### src/rtl/ch1_cfg_pkg.sv
/*
 Constants for the channel-one configuration bank: register offsets,
 field positions, reset values and code end points.
 Assumes byte-wide register access from the control interface.
*/
package ch1_cfg_pkg;

	// Register offsets
	localparam logic [7:0] OFS_INPUT_SETUP = 8'h3c;
	localparam logic [7:0] OFS_ANALOG_GAIN = 8'h3d;
	localparam logic [7:0] OFS_VOLUME = 8'h3e;
	localparam logic [7:0] OFS_GAIN_TRIM = 8'h3f;
	localparam logic [7:0] OFS_PHASE_DELAY = 8'h40;

	// Reset values
	localparam logic [7:0] RST_INPUT_SETUP = 8'h00;
	localparam logic [7:0] RST_ANALOG_GAIN = 8'h00;
	localparam logic [7:0] RST_VOLUME = 8'hc9;
	localparam logic [7:0] RST_GAIN_TRIM = 8'h80;
	localparam logic [7:0] RST_PHASE_DELAY = 8'h00;

	// Writable bits of the two mixed registers
	localparam logic [7:0] MASK_INPUT_SETUP = 8'hfd;
	localparam logic [7:0] MASK_GAIN_TRIM = 8'hf0;

	// Field positions in the input setup register
	localparam int POS_INPUT_KIND = 7;
	localparam int POS_SRC_HI = 6;
	localparam int POS_SRC_LO = 5;
	localparam int POS_COUPLING = 4;
	localparam int POS_IMP_HI = 3;
	localparam int POS_IMP_LO = 2;
	localparam int POS_ENHANCER = 0;

	// Source and impedance codes
	localparam logic [1:0] SRC_DIFF = 2'h0;
	localparam logic [1:0] SRC_SINGLE = 2'h1;
	localparam logic [1:0] SRC_PDM = 2'h2;
	localparam logic [1:0] SRC_RSVD = 2'h3;
	localparam logic [1:0] IMP_2K5 = 2'h0;
	localparam logic [1:0] IMP_RSVD = 2'h3;

	// Code end points
	localparam logic [6:0] GAIN_CODE_MAX = 7'h54;
	localparam logic [7:0] VOL_CODE_MUTE = 8'h00;
	localparam logic [8:0] VOL_CODE_UNITY = 9'h0c9;
	localparam logic [4:0] TRIM_CODE_UNITY = 5'h08;

	// Longest phase delay in modulator cycles
	localparam int PHASE_TAPS = 255;

endpackage

### src/rtl/ch1_cfg_bank.sv
/*
 Channel-one configuration bank: five byte registers reached through the
 internal register port of the serial control interface, decoded settings
 for the analog front end and digital path, and the phase-delay line for
 the channel's modulator bit stream.
 Assumes the control interface hands over single byte reads and writes
 synchronous to ref_clk, and that mod_tick marks one modulator clock.
*/
module ch1_cfg_bank
	import ch1_cfg_pkg::*;
(
	// Clock and reset
	input wire logic ref_clk,
	input wire logic rstn,
	// Register port
	input wire logic [7:0] reg_addr,
	input wire logic reg_wr,
	input wire logic [7:0] reg_wdata,
	input wire logic reg_rd,
	output logic [7:0] reg_rdata,
	output logic reg_hit,
	// Mode bit from the enhancer mode register
	input wire logic enhancer_mode_bit,
	// Modulator stream
	input wire logic mod_tick,
	input wire logic mod_bit_in,
	output logic mod_bit_out,
	// Input setup
	output logic line_input,
	output logic [1:0] ch1_source_select,
	output logic pdm_selected,
	output logic dc_coupled,
	output logic [1:0] ch1_impedance_select,
	output logic range_enhancer_on,
	output logic automatic_gain_on,
	// Gain, volume, trim, phase delay and fault flag
	output logic [6:0] gain_half_db,
	output logic gain_negative,
	output logic volume_mute,
	output logic signed [8:0] volume_half_db,
	output logic signed [4:0] trim_tenth_db,
	output logic [7:0] ch1_phase_delay,
	output logic config_fault
);

	logic [7:0] setup_reg;
	logic [7:0] gain_reg;
	logic [7:0] volume_reg;
	logic [7:0] trim_reg;
	logic [7:0] phase_reg;
	logic [PHASE_TAPS-1:0] hist_reg;
	logic [7:0] rdata_next;
	logic hit_next;
	logic fault_next;

	// Register writes; masked bits of mixed registers stay zero
	always_ff @(posedge ref_clk or negedge rstn)
	begin
		if (!rstn)
		begin
			setup_reg <= RST_INPUT_SETUP;
			gain_reg <= RST_ANALOG_GAIN;
			volume_reg <= RST_VOLUME;
			trim_reg <= RST_GAIN_TRIM;
			phase_reg <= RST_PHASE_DELAY;
		end
		else if (reg_wr)
		begin
			if (reg_addr == OFS_INPUT_SETUP)
				setup_reg <= reg_wdata & MASK_INPUT_SETUP;
			else if (reg_addr == OFS_ANALOG_GAIN)
				gain_reg <= reg_wdata;
			else if (reg_addr == OFS_VOLUME)
				volume_reg <= reg_wdata;
			else if (reg_addr == OFS_GAIN_TRIM)
				trim_reg <= reg_wdata & MASK_GAIN_TRIM;
			else if (reg_addr == OFS_PHASE_DELAY)
				phase_reg <= reg_wdata;
		end
	end

	// Read decode; unmapped offsets read zero and leave reg_hit low
	always_comb
	begin
		rdata_next = 8'h00;
		hit_next = 1'b1;
		if (reg_addr == OFS_INPUT_SETUP)
			rdata_next = setup_reg;
		else if (reg_addr == OFS_ANALOG_GAIN)
			rdata_next = gain_reg;
		else if (reg_addr == OFS_VOLUME)
			rdata_next = volume_reg;
		else if (reg_addr == OFS_GAIN_TRIM)
			rdata_next = trim_reg;
		else if (reg_addr == OFS_PHASE_DELAY)
			rdata_next = phase_reg;
		else
			hit_next = 1'b0;
	end

	// Read data is held until the next read
	always_ff @(posedge ref_clk or negedge rstn)
	begin
		if (!rstn)
		begin
			reg_rdata <= 8'h00;
			reg_hit <= 1'b0;
		end
		else if (reg_rd)
		begin
			reg_rdata <= rdata_next;
			reg_hit <= hit_next;
		end
	end

	// Reserved codes and negative gain at 2.5k are software faults;
	// the bank keeps them but flags them rather than guessing a fix
	always_comb
	begin
		fault_next = 1'b0;
		if (setup_reg[POS_SRC_HI:POS_SRC_LO] == SRC_RSVD)
			fault_next = 1'b1;
		if (setup_reg[POS_IMP_HI:POS_IMP_LO] == IMP_RSVD)
			fault_next = 1'b1;
		if (gain_reg[7:1] > GAIN_CODE_MAX)
			fault_next = 1'b1;
		// negative gain only at 10k or 20k
		if (gain_reg[0] && setup_reg[POS_IMP_HI:POS_IMP_LO] == IMP_2K5)
			fault_next = 1'b1;
	end

	// Input setup decode, one cycle behind the register
	always_ff @(posedge ref_clk or negedge rstn)
	begin
		if (!rstn)
		begin
			line_input <= 1'b0;
			ch1_source_select <= SRC_DIFF;
			pdm_selected <= 1'b0;
			dc_coupled <= 1'b0;
			ch1_impedance_select <= IMP_2K5;
			range_enhancer_on <= 1'b0;
			automatic_gain_on <= 1'b0;
			config_fault <= 1'b0;
		end
		else
		begin
			line_input <= setup_reg[POS_INPUT_KIND];
			// source choice, pulse-density on code 2
			ch1_source_select <= setup_reg[POS_SRC_HI:POS_SRC_LO];
			pdm_selected <= setup_reg[POS_SRC_HI:POS_SRC_LO] == SRC_PDM;
			dc_coupled <= setup_reg[POS_COUPLING] &&
				(setup_reg[POS_SRC_HI:POS_SRC_LO] == SRC_DIFF ||
				setup_reg[POS_SRC_HI:POS_SRC_LO] == SRC_SINGLE);
			ch1_impedance_select <= setup_reg[POS_IMP_HI:POS_IMP_LO];
			range_enhancer_on <= setup_reg[POS_ENHANCER] &&
				!enhancer_mode_bit;
			automatic_gain_on <= setup_reg[POS_ENHANCER] &&
				enhancer_mode_bit;
			config_fault <= fault_next;
		end
	end

	// Gain, volume and trim in uniform step units, plus the phase delay code
	always_ff @(posedge ref_clk or negedge rstn)
	begin
		if (!rstn)
		begin
			gain_half_db <= 7'h00;
			gain_negative <= 1'b0;
			volume_mute <= 1'b0;
			volume_half_db <= 9'sh000;
			trim_tenth_db <= 5'sh00;
			ch1_phase_delay <= 8'h00;
		end
		else
		begin
			gain_half_db <= gain_reg[7:1];
			gain_negative <= gain_reg[0];
			volume_mute <= volume_reg == VOL_CODE_MUTE;
			// half-dB steps relative to unity code
			volume_half_db <= $signed({1'b0, volume_reg}) -
				$signed(VOL_CODE_UNITY);
			// trim relative to code 8, 0.1 dB steps
			trim_tenth_db <= $signed({1'b0, trim_reg[7:4]}) -
				$signed(TRIM_CODE_UNITY);
			ch1_phase_delay <= phase_reg;
		end
	end

	// Modulator history; a tap per past cycle keeps any delay one mux away
	always_ff @(posedge ref_clk or negedge rstn)
	begin
		if (!rstn)
			hist_reg <= '0;
		else if (mod_tick)
			hist_reg <= {hist_reg[PHASE_TAPS-2:0], mod_bit_in};
	end

	// output delayed by phase code in ticks
	always_ff @(posedge ref_clk or negedge rstn)
	begin
		if (!rstn)
			mod_bit_out <= 1'b0;
		else if (mod_tick)
		begin
			if (phase_reg == 8'h00)
				mod_bit_out <= mod_bit_in;
			else
				mod_bit_out <= hist_reg[phase_reg - 8'h01];
		end
	end

	// Checks on the registers and decoded outputs; those tied to a register look one edge
	// apart from it, since every decoded output is a flop behind it

	a_mute_decode: assert property (
		@(posedge ref_clk) disable iff (!rstn)
		volume_mute |-> $past(volume_reg) == VOL_CODE_MUTE)
		else $error("mute without zero volume code");
	a_vol_unity: assert property (
		@(posedge ref_clk) disable iff (!rstn)
		$past(volume_reg) == 8'hc9 |-> volume_half_db == 9'sh000)
		else $error("unity volume code not 0 dB");
	a_vol_top: assert property (
		@(posedge ref_clk) disable iff (!rstn)
		$past(volume_reg) == 8'hff |-> volume_half_db == 9'sd54)
		else $error("top volume code not +27 dB");
	a_trim_unity: assert property (
		@(posedge ref_clk) disable iff (!rstn)
		$past(trim_reg) == 8'h80 |-> trim_tenth_db == 5'sh00)
		else $error("trim code 8 not 0 dB");
	a_reserved_zero: assert property (
		@(posedge ref_clk) disable iff (!rstn)
		setup_reg[1] == 1'b0 && trim_reg[3:0] == 4'h0)
		else $error("reserved bit set");
	a_dc_analog: assert property (
		@(posedge ref_clk) disable iff (!rstn)
		dc_coupled |-> $past(setup_reg[6]) == 1'b0)
		else $error("dc coupling with digital source");
	a_enh_off: assert property (
		@(posedge ref_clk) disable iff (!rstn)
		!setup_reg[0] |=> !range_enhancer_on && !automatic_gain_on)
		else $error("enhancer family on while disabled");
	a_kind_follow: assert property (
		@(posedge ref_clk) disable iff (!rstn)
		reg_wr && reg_addr == OFS_INPUT_SETUP |-> ##2
		line_input == $past(reg_wdata[7], 2))
		else $error("input kind not taken from write");
	a_pdm_select: assert property (
		@(posedge ref_clk) disable iff (!rstn)
		pdm_selected |-> ch1_source_select == SRC_PDM)
		else $error("pdm flag without code 2");
	a_imp_follow: assert property (
		@(posedge ref_clk) disable iff (!rstn)
		ch1_impedance_select == $past(setup_reg[3:2]))
		else $error("impedance code not taken from register");
	a_gain_fault: assert property (
		@(posedge ref_clk) disable iff (!rstn)
		gain_reg[7:1] > GAIN_CODE_MAX |=> config_fault)
		else $error("reserved gain code not flagged");
	a_neg_fault: assert property (
		@(posedge ref_clk) disable iff (!rstn)
		gain_reg[0] && setup_reg[3:2] == IMP_2K5 |=> config_fault)
		else $error("negative gain at 2.5k not flagged");
	a_zero_delay: assert property (
		@(posedge ref_clk) disable iff (!rstn)
		mod_tick && phase_reg == 8'h00 |=>
		mod_bit_out == $past(mod_bit_in))
		else $error("zero delay not direct");
	a_one_delay: assert property (
		@(posedge ref_clk) disable iff (!rstn)
		mod_tick && phase_reg == 8'h01 |=>
		mod_bit_out == $past(hist_reg[0]))
		else $error("one-cycle delay wrong");

	c_pdm_source: cover property (@(posedge ref_clk) disable iff (!rstn)
		pdm_selected);
	c_muted: cover property (@(posedge ref_clk) disable iff (!rstn)
		volume_mute);
	c_auto_gain_on: cover property (@(posedge ref_clk) disable iff (!rstn)
		automatic_gain_on);
	c_range_on: cover property (@(posedge ref_clk) disable iff (!rstn)
		range_enhancer_on);
	c_long_delay: cover property (@(posedge ref_clk) disable iff (!rstn)
		mod_tick && phase_reg == 8'hff);

endmodule

### config.mk
export PLATFORM = sky130hd
export DESIGN_NAME = ch1_cfg_bank
export DESIGN_NICKNAME = d
export VERILOG_FILES = /design/src/rtl/ch1_cfg_pkg.sv /design/src/rtl/ch1_cfg_bank.sv
export SDC_FILE = /design/constraint.sdc
export NUM_CORES = 1
export LEC_CHECK = 0
export ABC_AREA = 1
export BUFFER_PORTS_ARGS = -buffer_cell sky130_fd_sc_hd__buf_2
export CAP_MARGIN = 20
export CORE_ASPECT_RATIO = 1.4
export CORE_MARGIN = 3
export CORE_UTILIZATION = 40
export CTS_CLUSTER_DIAMETER = 100
export DETAILED_ROUTE_END_ITERATION = 8
export REMOVE_ABC_BUFFERS = 1
export SLEW_MARGIN = 30
export SYNTH_ARGS = -nofsm -noshare
export SYNTH_HDL_FRONTEND = slang
export SYNTH_SLANG_ARGS = --single-unit
export TNS_END_PERCENT = 1
### constraint.sdc
create_clock -name ref_clk -period 3.6 [get_ports ref_clk]
set_clock_uncertainty 0.2 [all_clocks]
set_input_delay 0 -clock ref_clk [delete_from_list [all_inputs] [get_ports ref_clk]]
set_output_delay 0 -clock ref_clk [all_outputs]
set_load 0.005 [all_outputs]
==> results of run 1 <==
-- kinds of logic (layout without fill, tap and decap cells) --
group	count (synthesis)	after routing	share of synthesized area, %
buffers and inverters	379	452	9.76
AOI/OAI and AO/OA	348	348	12.0
xor gates and xnor gates	10	10	0.617
DFF	340	340	55.2
and+or+nand+nor	825	825	22.2
adders and majority gates	3	3	0.243
-- how the worst min path moves through the flow --
| stage | slack, ns | depth (start not counted) | endpoint |
|---|---|---|---|
| after floorplan | -0.50 | 0 | automatic_gain_on |
| after global placement | -0.05 | 1 | ch1_impedance_select[0] |
| after detailed placement | -0.05 | 1 | setup_reg[6] |
| after CTS | 0.06 | 4 | hist_reg[0] |
| after global routing | 0.08 | 4 | hist_reg[0] |
| final | 0.08 | 4 | hist_reg[0] |
-- worst max-delay path, cell delays in order, from the launching register on --
cell	delay [ns]
dfrtp_4	0.49
clkinv_2	0.07
buf_4	0.56
nand3_1	0.19
nand2_1	0.11
nand2_2	0.29
nand3_1	0.20
nand3_1	0.09
nand3_1	0.16
nand3_1	0.10
nand3_1	0.09
nand3_1	0.07
nand2_1	0.06
nand2_1	0.05
-- power by group through the flow --
stage	Clock, mW	Combinational [mW]	Sequential (mW)
after global routing	3.77	1.81	4.68
after global placement	0	1.52	4.67
final	3.52	1.55	4.61
after detailed placement	0	1.54	4.68
after floorplan	0	0.959	4.62
after CTS	3.62	1.58	4.62
-- layer usage --
metal,part of all wire (%),up-vias,GRT usage [%]
met5,0,-,0
met4,3.8,0,7.46
met3,4.5,79,3.08
met2,50,255,34.0
met1,41,5892,24.0
li1,-,6131,-
-- cells in the final DEF, fill, tap and decap left out, types with 4 or more instances in the layout --
cell type	n
buf_4	9
o2111ai_1	4
inv_1	259
nand2_1	565
o21ai_0	301
nor2_1	14
inv_2	6
dlygate4sd3_1	32
clkbuf_1	10
xor2_1	8
o211ai_1	28
nand3_1	232
dfstp_2	5
nand2_2	4
buf_2	71
a21oi_1	6
dfrtp_1	334
clkbuf_16	35
nor3_1	5
clkinv_2	7
buf_12	8
clkbuf_8	6
-- through the flow --
| stage | instances | utilization (%) | hold slack (ns) | setup slack, ns | TNS (ns) |
|---|---|---|---|---|---|
| final | 2451 | 46.4 | 0.0819 | 0.731 | 0 |
| after global routing | 2451 | 46.4 | 0.0792 | 0.451 | 0 |
| after CTS | 2451 | 46.4 | 0.0617 | 0.691 | 0 |
| after detailed placement | 2356 | 42.6 | -0.0462 | 0.699 | 0 |
| after global placement | 2356 | 42.6 | -0.0531 | 0.720 | 0 |
| after floorplan | 1793 | - | -0.496 | -3.97 | -5.37 |
-- repair_timing --
action	CTS	global route
hold buffers	33	0
endpoints found under the hold margin	295	0
resized for setup	0	0
-- cell type report --
class / instances / area (sq um)
repair buffers: 123 / 961
fillers: 3690 / 20300
inverters: 267 / 1010
multi-input cells: 1186 / 5410
clock inverters: 11 / 95.1
flip-flops and latches: 340 / 8520
clock buffers: 51 / 996
well taps: 473 / 592
==> results.py, run 1 <==
metrics = {
    "worst_setup_path": {
        "reg2reg_depth": 13,
        "reg2reg_slack_ns": 0.73,
        "critPathMaxFanout": 60,
        "crit_required_ns": 3.81,
        "path_class": "flop to flop",
        "arrival_ns": 3.08,
        "worstReg2RegStart": "phase_reg[0]",
        "worstSetupEndpoint": "mod_bit_out",
        "critPathCaptureType": "flop",
        "crit_path_start_kind": "flop",
        "timing.rr.end": "mod_bit_out",
        "critPathLaunch": "phase_reg[0]",
    },
    "synth": {
        "ys_top_cells_by_count": "nand2_1, dfrtp_1, o21ai_0",
        "synth_top_cells_by_area": "dfrtp_1, nand2_1, o21ai_0, nand3_1, inv_1",
        "syn_area_per_cell_sq_um": 8.10,
        "synthesis.instances": 1905,
        "synth_top_area_share_pct": 54.4,
        "ys_warn_count": 0,
        "ys_seq_elements": 340,
        "async_reset_ff_share_pct": 100,
        "syn-cell-area_sq_um": 15400,
        "synth_top_area_cell": "dfrtp_1",
        "yosysMostFrequentCell": "nand2_1",
        "yosysSeqAreaShare_pct": 55.2,
        "synth_edf_count": 0,
        "synth.distinct_cells": 31,
        "ys.flop_type": "dfrtp_1",
    },
    "timing": {
        "rsz0062_at_grt": "false",
        "setup_viol_count_final": 0,
        "worst_slew_pin_slew_ns": 0.770,
        "period_needed_ns": 2.87,
        "finalHoldViolations": 0,
        "period_share_pct": 79.7,
        "fmax_ghz": 0.349,
        "drv_slew": 0,
        "max_slew_margin_pct": 48.7,
    },
    "global_route": {
        "overflow": 0,
        "grtUsageTotal_pct": 19.4,
        "grt_pass1_vias": 12600,
        "grt_pass1_wl_um": 64600,
        "grt_max_degree": 196,
        "antenna_found_initial": 0,
    },
    "pwr": {
        "clkPwrFrac_pct": 36.4,
        "p_leak_nw": 8.35,
        "switchingPower_mw": 2.82,
        "power_density_nw_per_um2": 551,
        "internal_power_mw": 6.86,
        "power.total_mw": 9.69,
        "seqPwrFrac_pct": 47.6,
        "p_sw_share_pct": 29.2,
        "ir_worst_vdd_uv": 409,
        "pwr-share-comb_pct": 16.0,
    },
    "floorplanning": {
        "core-area_sq_um": 37800,
        "die_w_um": 172,
        "start_util_pct": 40.8,
        "fp-row-count": 84,
        "die-area_sq_um": 41000,
        "io_pins": 74,
        "die_y_um": 238,
    },
    "cells_and_area": {
        "num_antenna_cells": 0,
        "design_area_sq_um": 17600,
        "largest_reg_flops": 255,
        "finalNetCount": 1979,
        "area_growth_pct": 13.9,
        "drive_gt1_share_pct": 8.29,
    },
    "worst_hold_path": {
        "hold_class": "input port to flop",
        "hp-start": "mod_bit_in",
    },
    "route": {
        "viasPerCell": 5.04,
        "drtIter0Drc": 781,
        "routedWlPerCell_um": 15.8,
        "vias": 12357,
        "ant_nets": 0,
        "post-route-drc-count": 0,
        "drt-pass1-iter-count": 5,
        "wl_um": 38800,
    },
    "placed_design": {
        "hpwl_um": 23700,
        "port_buffers": 73,
        "gp_congestion": 0.911,
        "post_dp_cell_area_sq_um": 16100,
    },
    "cts": {
        "cts_root_buf": "clkbuf_16",
        "cts_tree": "done",
        "path_clk_slew_ns": 0.06,
        "clk_latency_ns": 0.54,
        "clockBufferDepth": 3,
        "cts.sinks": 340,
        "cts_buffers": 35,
        "cts.htree.levels": 2,
        "postCtsSetupRepairBufs": 0,
    },
    "run": {
        "drv_cap": 0,
    },
    "outcome": {
        "outcome": "complete, no violations",
    },
}
Power figures use the tool's default switching activity.
==> run 2: changes to the inputs <==
- ABC_AREA: 1 -> 0
- clock period: 3.6 -> 2.62 ns (I/O delays scaled with it)
==> run 2 against run 1 <==
Effect of this change:
- the flow now finishes with violations (negative setup slack)
- global-route usage shrank 3.8 points
- sequential power grew 24%
- area after synthesis shrank 2.7%
- register-to-register slack lost 0.94 ns
- clock power grew 46%
- routed wire length shrank 20%
- via count shrank 30%
- hold slack lost 0.018 ns
- combinational power shrank 3%
- die area shrank 2.6%
- critical endpoint unchanged
- highest routed layer unchanged
==> results.py, run 2 <==
metrics = {
    "global_route": {
        "grtUsageTotal_pct": 15.6,
        "grt_pass1_wl_um": 50100,
        "grt_pass1_vias": 9112,
        "overflow": 0,
        "antenna_found_initial": 0,
        "grt_max_degree": 89,
    },
    "synth": {
        "synth_top_area_cell": "dfrtp_1",
        "yosysSeqAreaShare_pct": 56.7,
        "syn-cell-area_sq_um": 15000,
        "synth_top_area_share_pct": 55.9,
        "async_reset_ff_share_pct": 100,
        "synth.distinct_cells": 58,
        "synthesis.instances": 969,
        "ys.flop_type": "dfrtp_1",
        "ys_warn_count": 0,
        "yosysMostFrequentCell": "dfrtp_1",
        "synth_top_cells_by_area": "dfrtp_1, mux2_2, mux4_2, mux2i_1, clkbuf_1",
        "ys_seq_elements": 340,
        "syn_area_per_cell_sq_um": 15.5,
        "synth_edf_count": 0,
        "ys_top_cells_by_count": "dfrtp_1, mux2_2, mux4_2",
    },
    "cells_and_area": {
        "fill_cells": 3097,
        "mostFrequentLayoutCells": "dfrtp_1, mux2_2, buf_2",
        "largest_reg_flops": 255,
        "num_antenna_cells": 0,
        "seq_area_sq_um": 8520,
        "finalNetCount": 1144,
        "drive_gt1_share_pct": 52.2,
        "area_growth_pct": 20.7,
        "stdcell_count": 1605,
        "multi_input_area_sq_um": 6320,
        "final_common_cell": "dfrtp_1",
    },
    "timing": {
        "period_share_pct": 108,
        "setup_tns_ns": -0.213,
        "setup_viol_count_final": 1,
        "layout_setup_ws_ns": -0.213,
        "period_needed_ns": 2.83,
        "fmax_ghz": 0.353,
        "drv_slew": 0,
        "holdWs_ns": 0.0642,
        "max_slew_margin_pct": 50.8,
        "rsz0062_at_grt": "true",
        "worst_slew_pin_slew_ns": 0.738,
        "finalHoldViolations": 0,
    },
    "pwr": {
        "seqPwrFrac_pct": 46.3,
        "switchingPower_mw": 2.90,
        "p_sw_share_pct": 23.4,
        "p_leak_nw": 8.63,
        "ir_worst_vdd_uv": 338,
        "clkPwrFrac_pct": 41.5,
        "power_density_nw_per_um2": 682,
        "pwr-share-comb_pct": 12.2,
        "internal_power_mw": 9.46,
    },
    "placed_design": {
        "gp_congestion": 0.837,
        "dp.cells": 1514,
        "port_buffers": 73,
        "place_ws_ns": -0.376,
        "hpwl_um": 20700,
    },
    "worst_setup_path": {
        "worstReg2RegStart": "phase_reg[0]",
        "critPathCaptureType": "flop",
        "crit_family": "compound AO/OA/AOI/OAI gates",
        "path_buf_inv": 2,
        "cpPeakStageDelay_ns": 0.48,
        "slowest_stage": "dfrtp_4",
        "critPathMaxFanout": 7,
        "crit_path_start_kind": "flop",
        "path_cells": "buf_6 > or3_4 > xnor2_4 > buf_12 > mux2_4 > o221ai_4 > a211oi_2 > o41ai_2 > a21oi_1",
        "crit_required_ns": 2.81,
        "path_class": "flop to flop",
        "critPathLaunch": "phase_reg[0]",
        "arrival_ns": 3.02,
    },
    "floorplanning": {
        "start_util_pct": 40.7,
        "io_pins": 74,
        "fp-row-count": 83,
        "die-area_sq_um": 39900,
        "die_y_um": 235,
        "die_w_um": 170,
        "core-area_sq_um": 36900,
    },
    "route": {
        "drtIter0Drc": 626,
        "viasPerCell": 5.36,
        "vias": 8603,
        "wl_um": 30900,
        "post-route-drc-count": 0,
        "drt-pass1-iter-count": 4,
        "ant_nets": 0,
        "routedWlPerCell_um": 19.3,
    },
    "cts": {
        "path_clk_slew_ns": 0.06,
        "cts.sinks": 340,
        "clockBufferDepth": 3,
        "cts_tree": "done",
        "cts_buffers": 35,
        "cts_root_buf": "clkbuf_16",
        "cts.htree.levels": 2,
        "clk_latency_ns": 0.51,
    },
    "run": {
        "drv_cap": 0,
    },
    "outcome": {
        "outcome": "finished, violations left",
        "violations": "negative setup slack",
    },
    "worst_hold_path": {
        "hp-start": "enhancer_mode_bit",
        "hold_class": "input port to flop",
    },
}
run 2: cell types whose count changed after synthesis, sizes merged, moves of 27 or more:
cell	previous run	this run
nand2	569	21
mux2	0	303
o21ai	301	9
inv	267	16
nand3	232	6
mux4	0	64
buf	53	26
run 2: cell families after synthesis:
group	Yosys count	synth area share, %
xor gates and xnor gates	12	0.925
muxes	383	33.4
adders and majority gates	3	0.250
DFF	340	56.7
and+or+nand+nor	86	3.03
AOI/OAI and AO/OA	68	3.34
buffers and inverters	77	2.32
run 2: tightest hold or removal path: cells and delay by family:
kind	cells	cell delay, ns
buffers and inverters	2	0.63
and+or+nand+nor	1	0.11
run 2: power by group through the flow:
stage	clock [mW]	combinational (mW)	sequential (mW)
finish	5.13	1.50	5.72
global route	5.49	1.62	5.75
CTS	5.30	1.48	5.72
detailed placement	0	1.37	5.82
global placement	0	1.36	5.81
floorplan	0	0.680	5.77
run 2: cell type report:
class / instances / share of cell area, %
inverters: 16 / 0.332
clock buffers: 49 / 5.75
flip-flops and latches: 340 / 47.0
well taps: 467 / 3.23
repair buffers: 173 / 7.97
clock inverters: 8 / 0.795
multi-input cells: 552 / 34.9
run 2: layer usage:
| layer | share of wire [%] | wire length, um | global-route usage, % | vias to the layer above |
|---|---|---|---|---|
| met5 | 0 | 0 | 0 | - |
| li1 | - | - | - | 3910 |
| met3 | 3.1 | 956 | 2.28 | 54 |
| met2 | 52 | 16200 | 27.3 | 171 |
| met1 | 42 | 12900 | 19.4 | 4468 |
| met4 | 2.8 | 874 | 5.90 | 0 |
run 2: what timing repair did:
| action | CTS | global route |
|---|---|---|
| endpoints found under the setup margin | 1 | 1 |
| endpoints found under the hold margin | 446 | 0 |
| setup buffers | 3 | 4 |
| cloned | 1 | 0 |
| resized for setup | 23 | 15 |
| pin swaps | 7 | 11 |
| hold buffers | 26 | 0 |
run 2: worst paths after layout:
kind,end,slack [ns],cells past startpoint
worst max-delay path,mod_bit_out,-0.21,9
worst min-delay path,automatic_gain_on,0.06,3
worst max register to register,mod_bit_out,-0.21,9
worst min register to register,trim_tenth_db[0],0.20,0
max in group asynchronous,hist_reg[217],0.93,4
min in group asynchronous,volume_half_db[2],0.41,3
run 2: per-stage QoR:
stage	area [sq um]	util, %	power (mW)
after floorplan	14700	-	6.45
after global placement	16400	44.4	7.16
after detailed placement	16400	44.4	7.18
after CTS	18000	48.8	12.5
after global routing	18100	49.1	12.9
final	18100	49.1	12.4
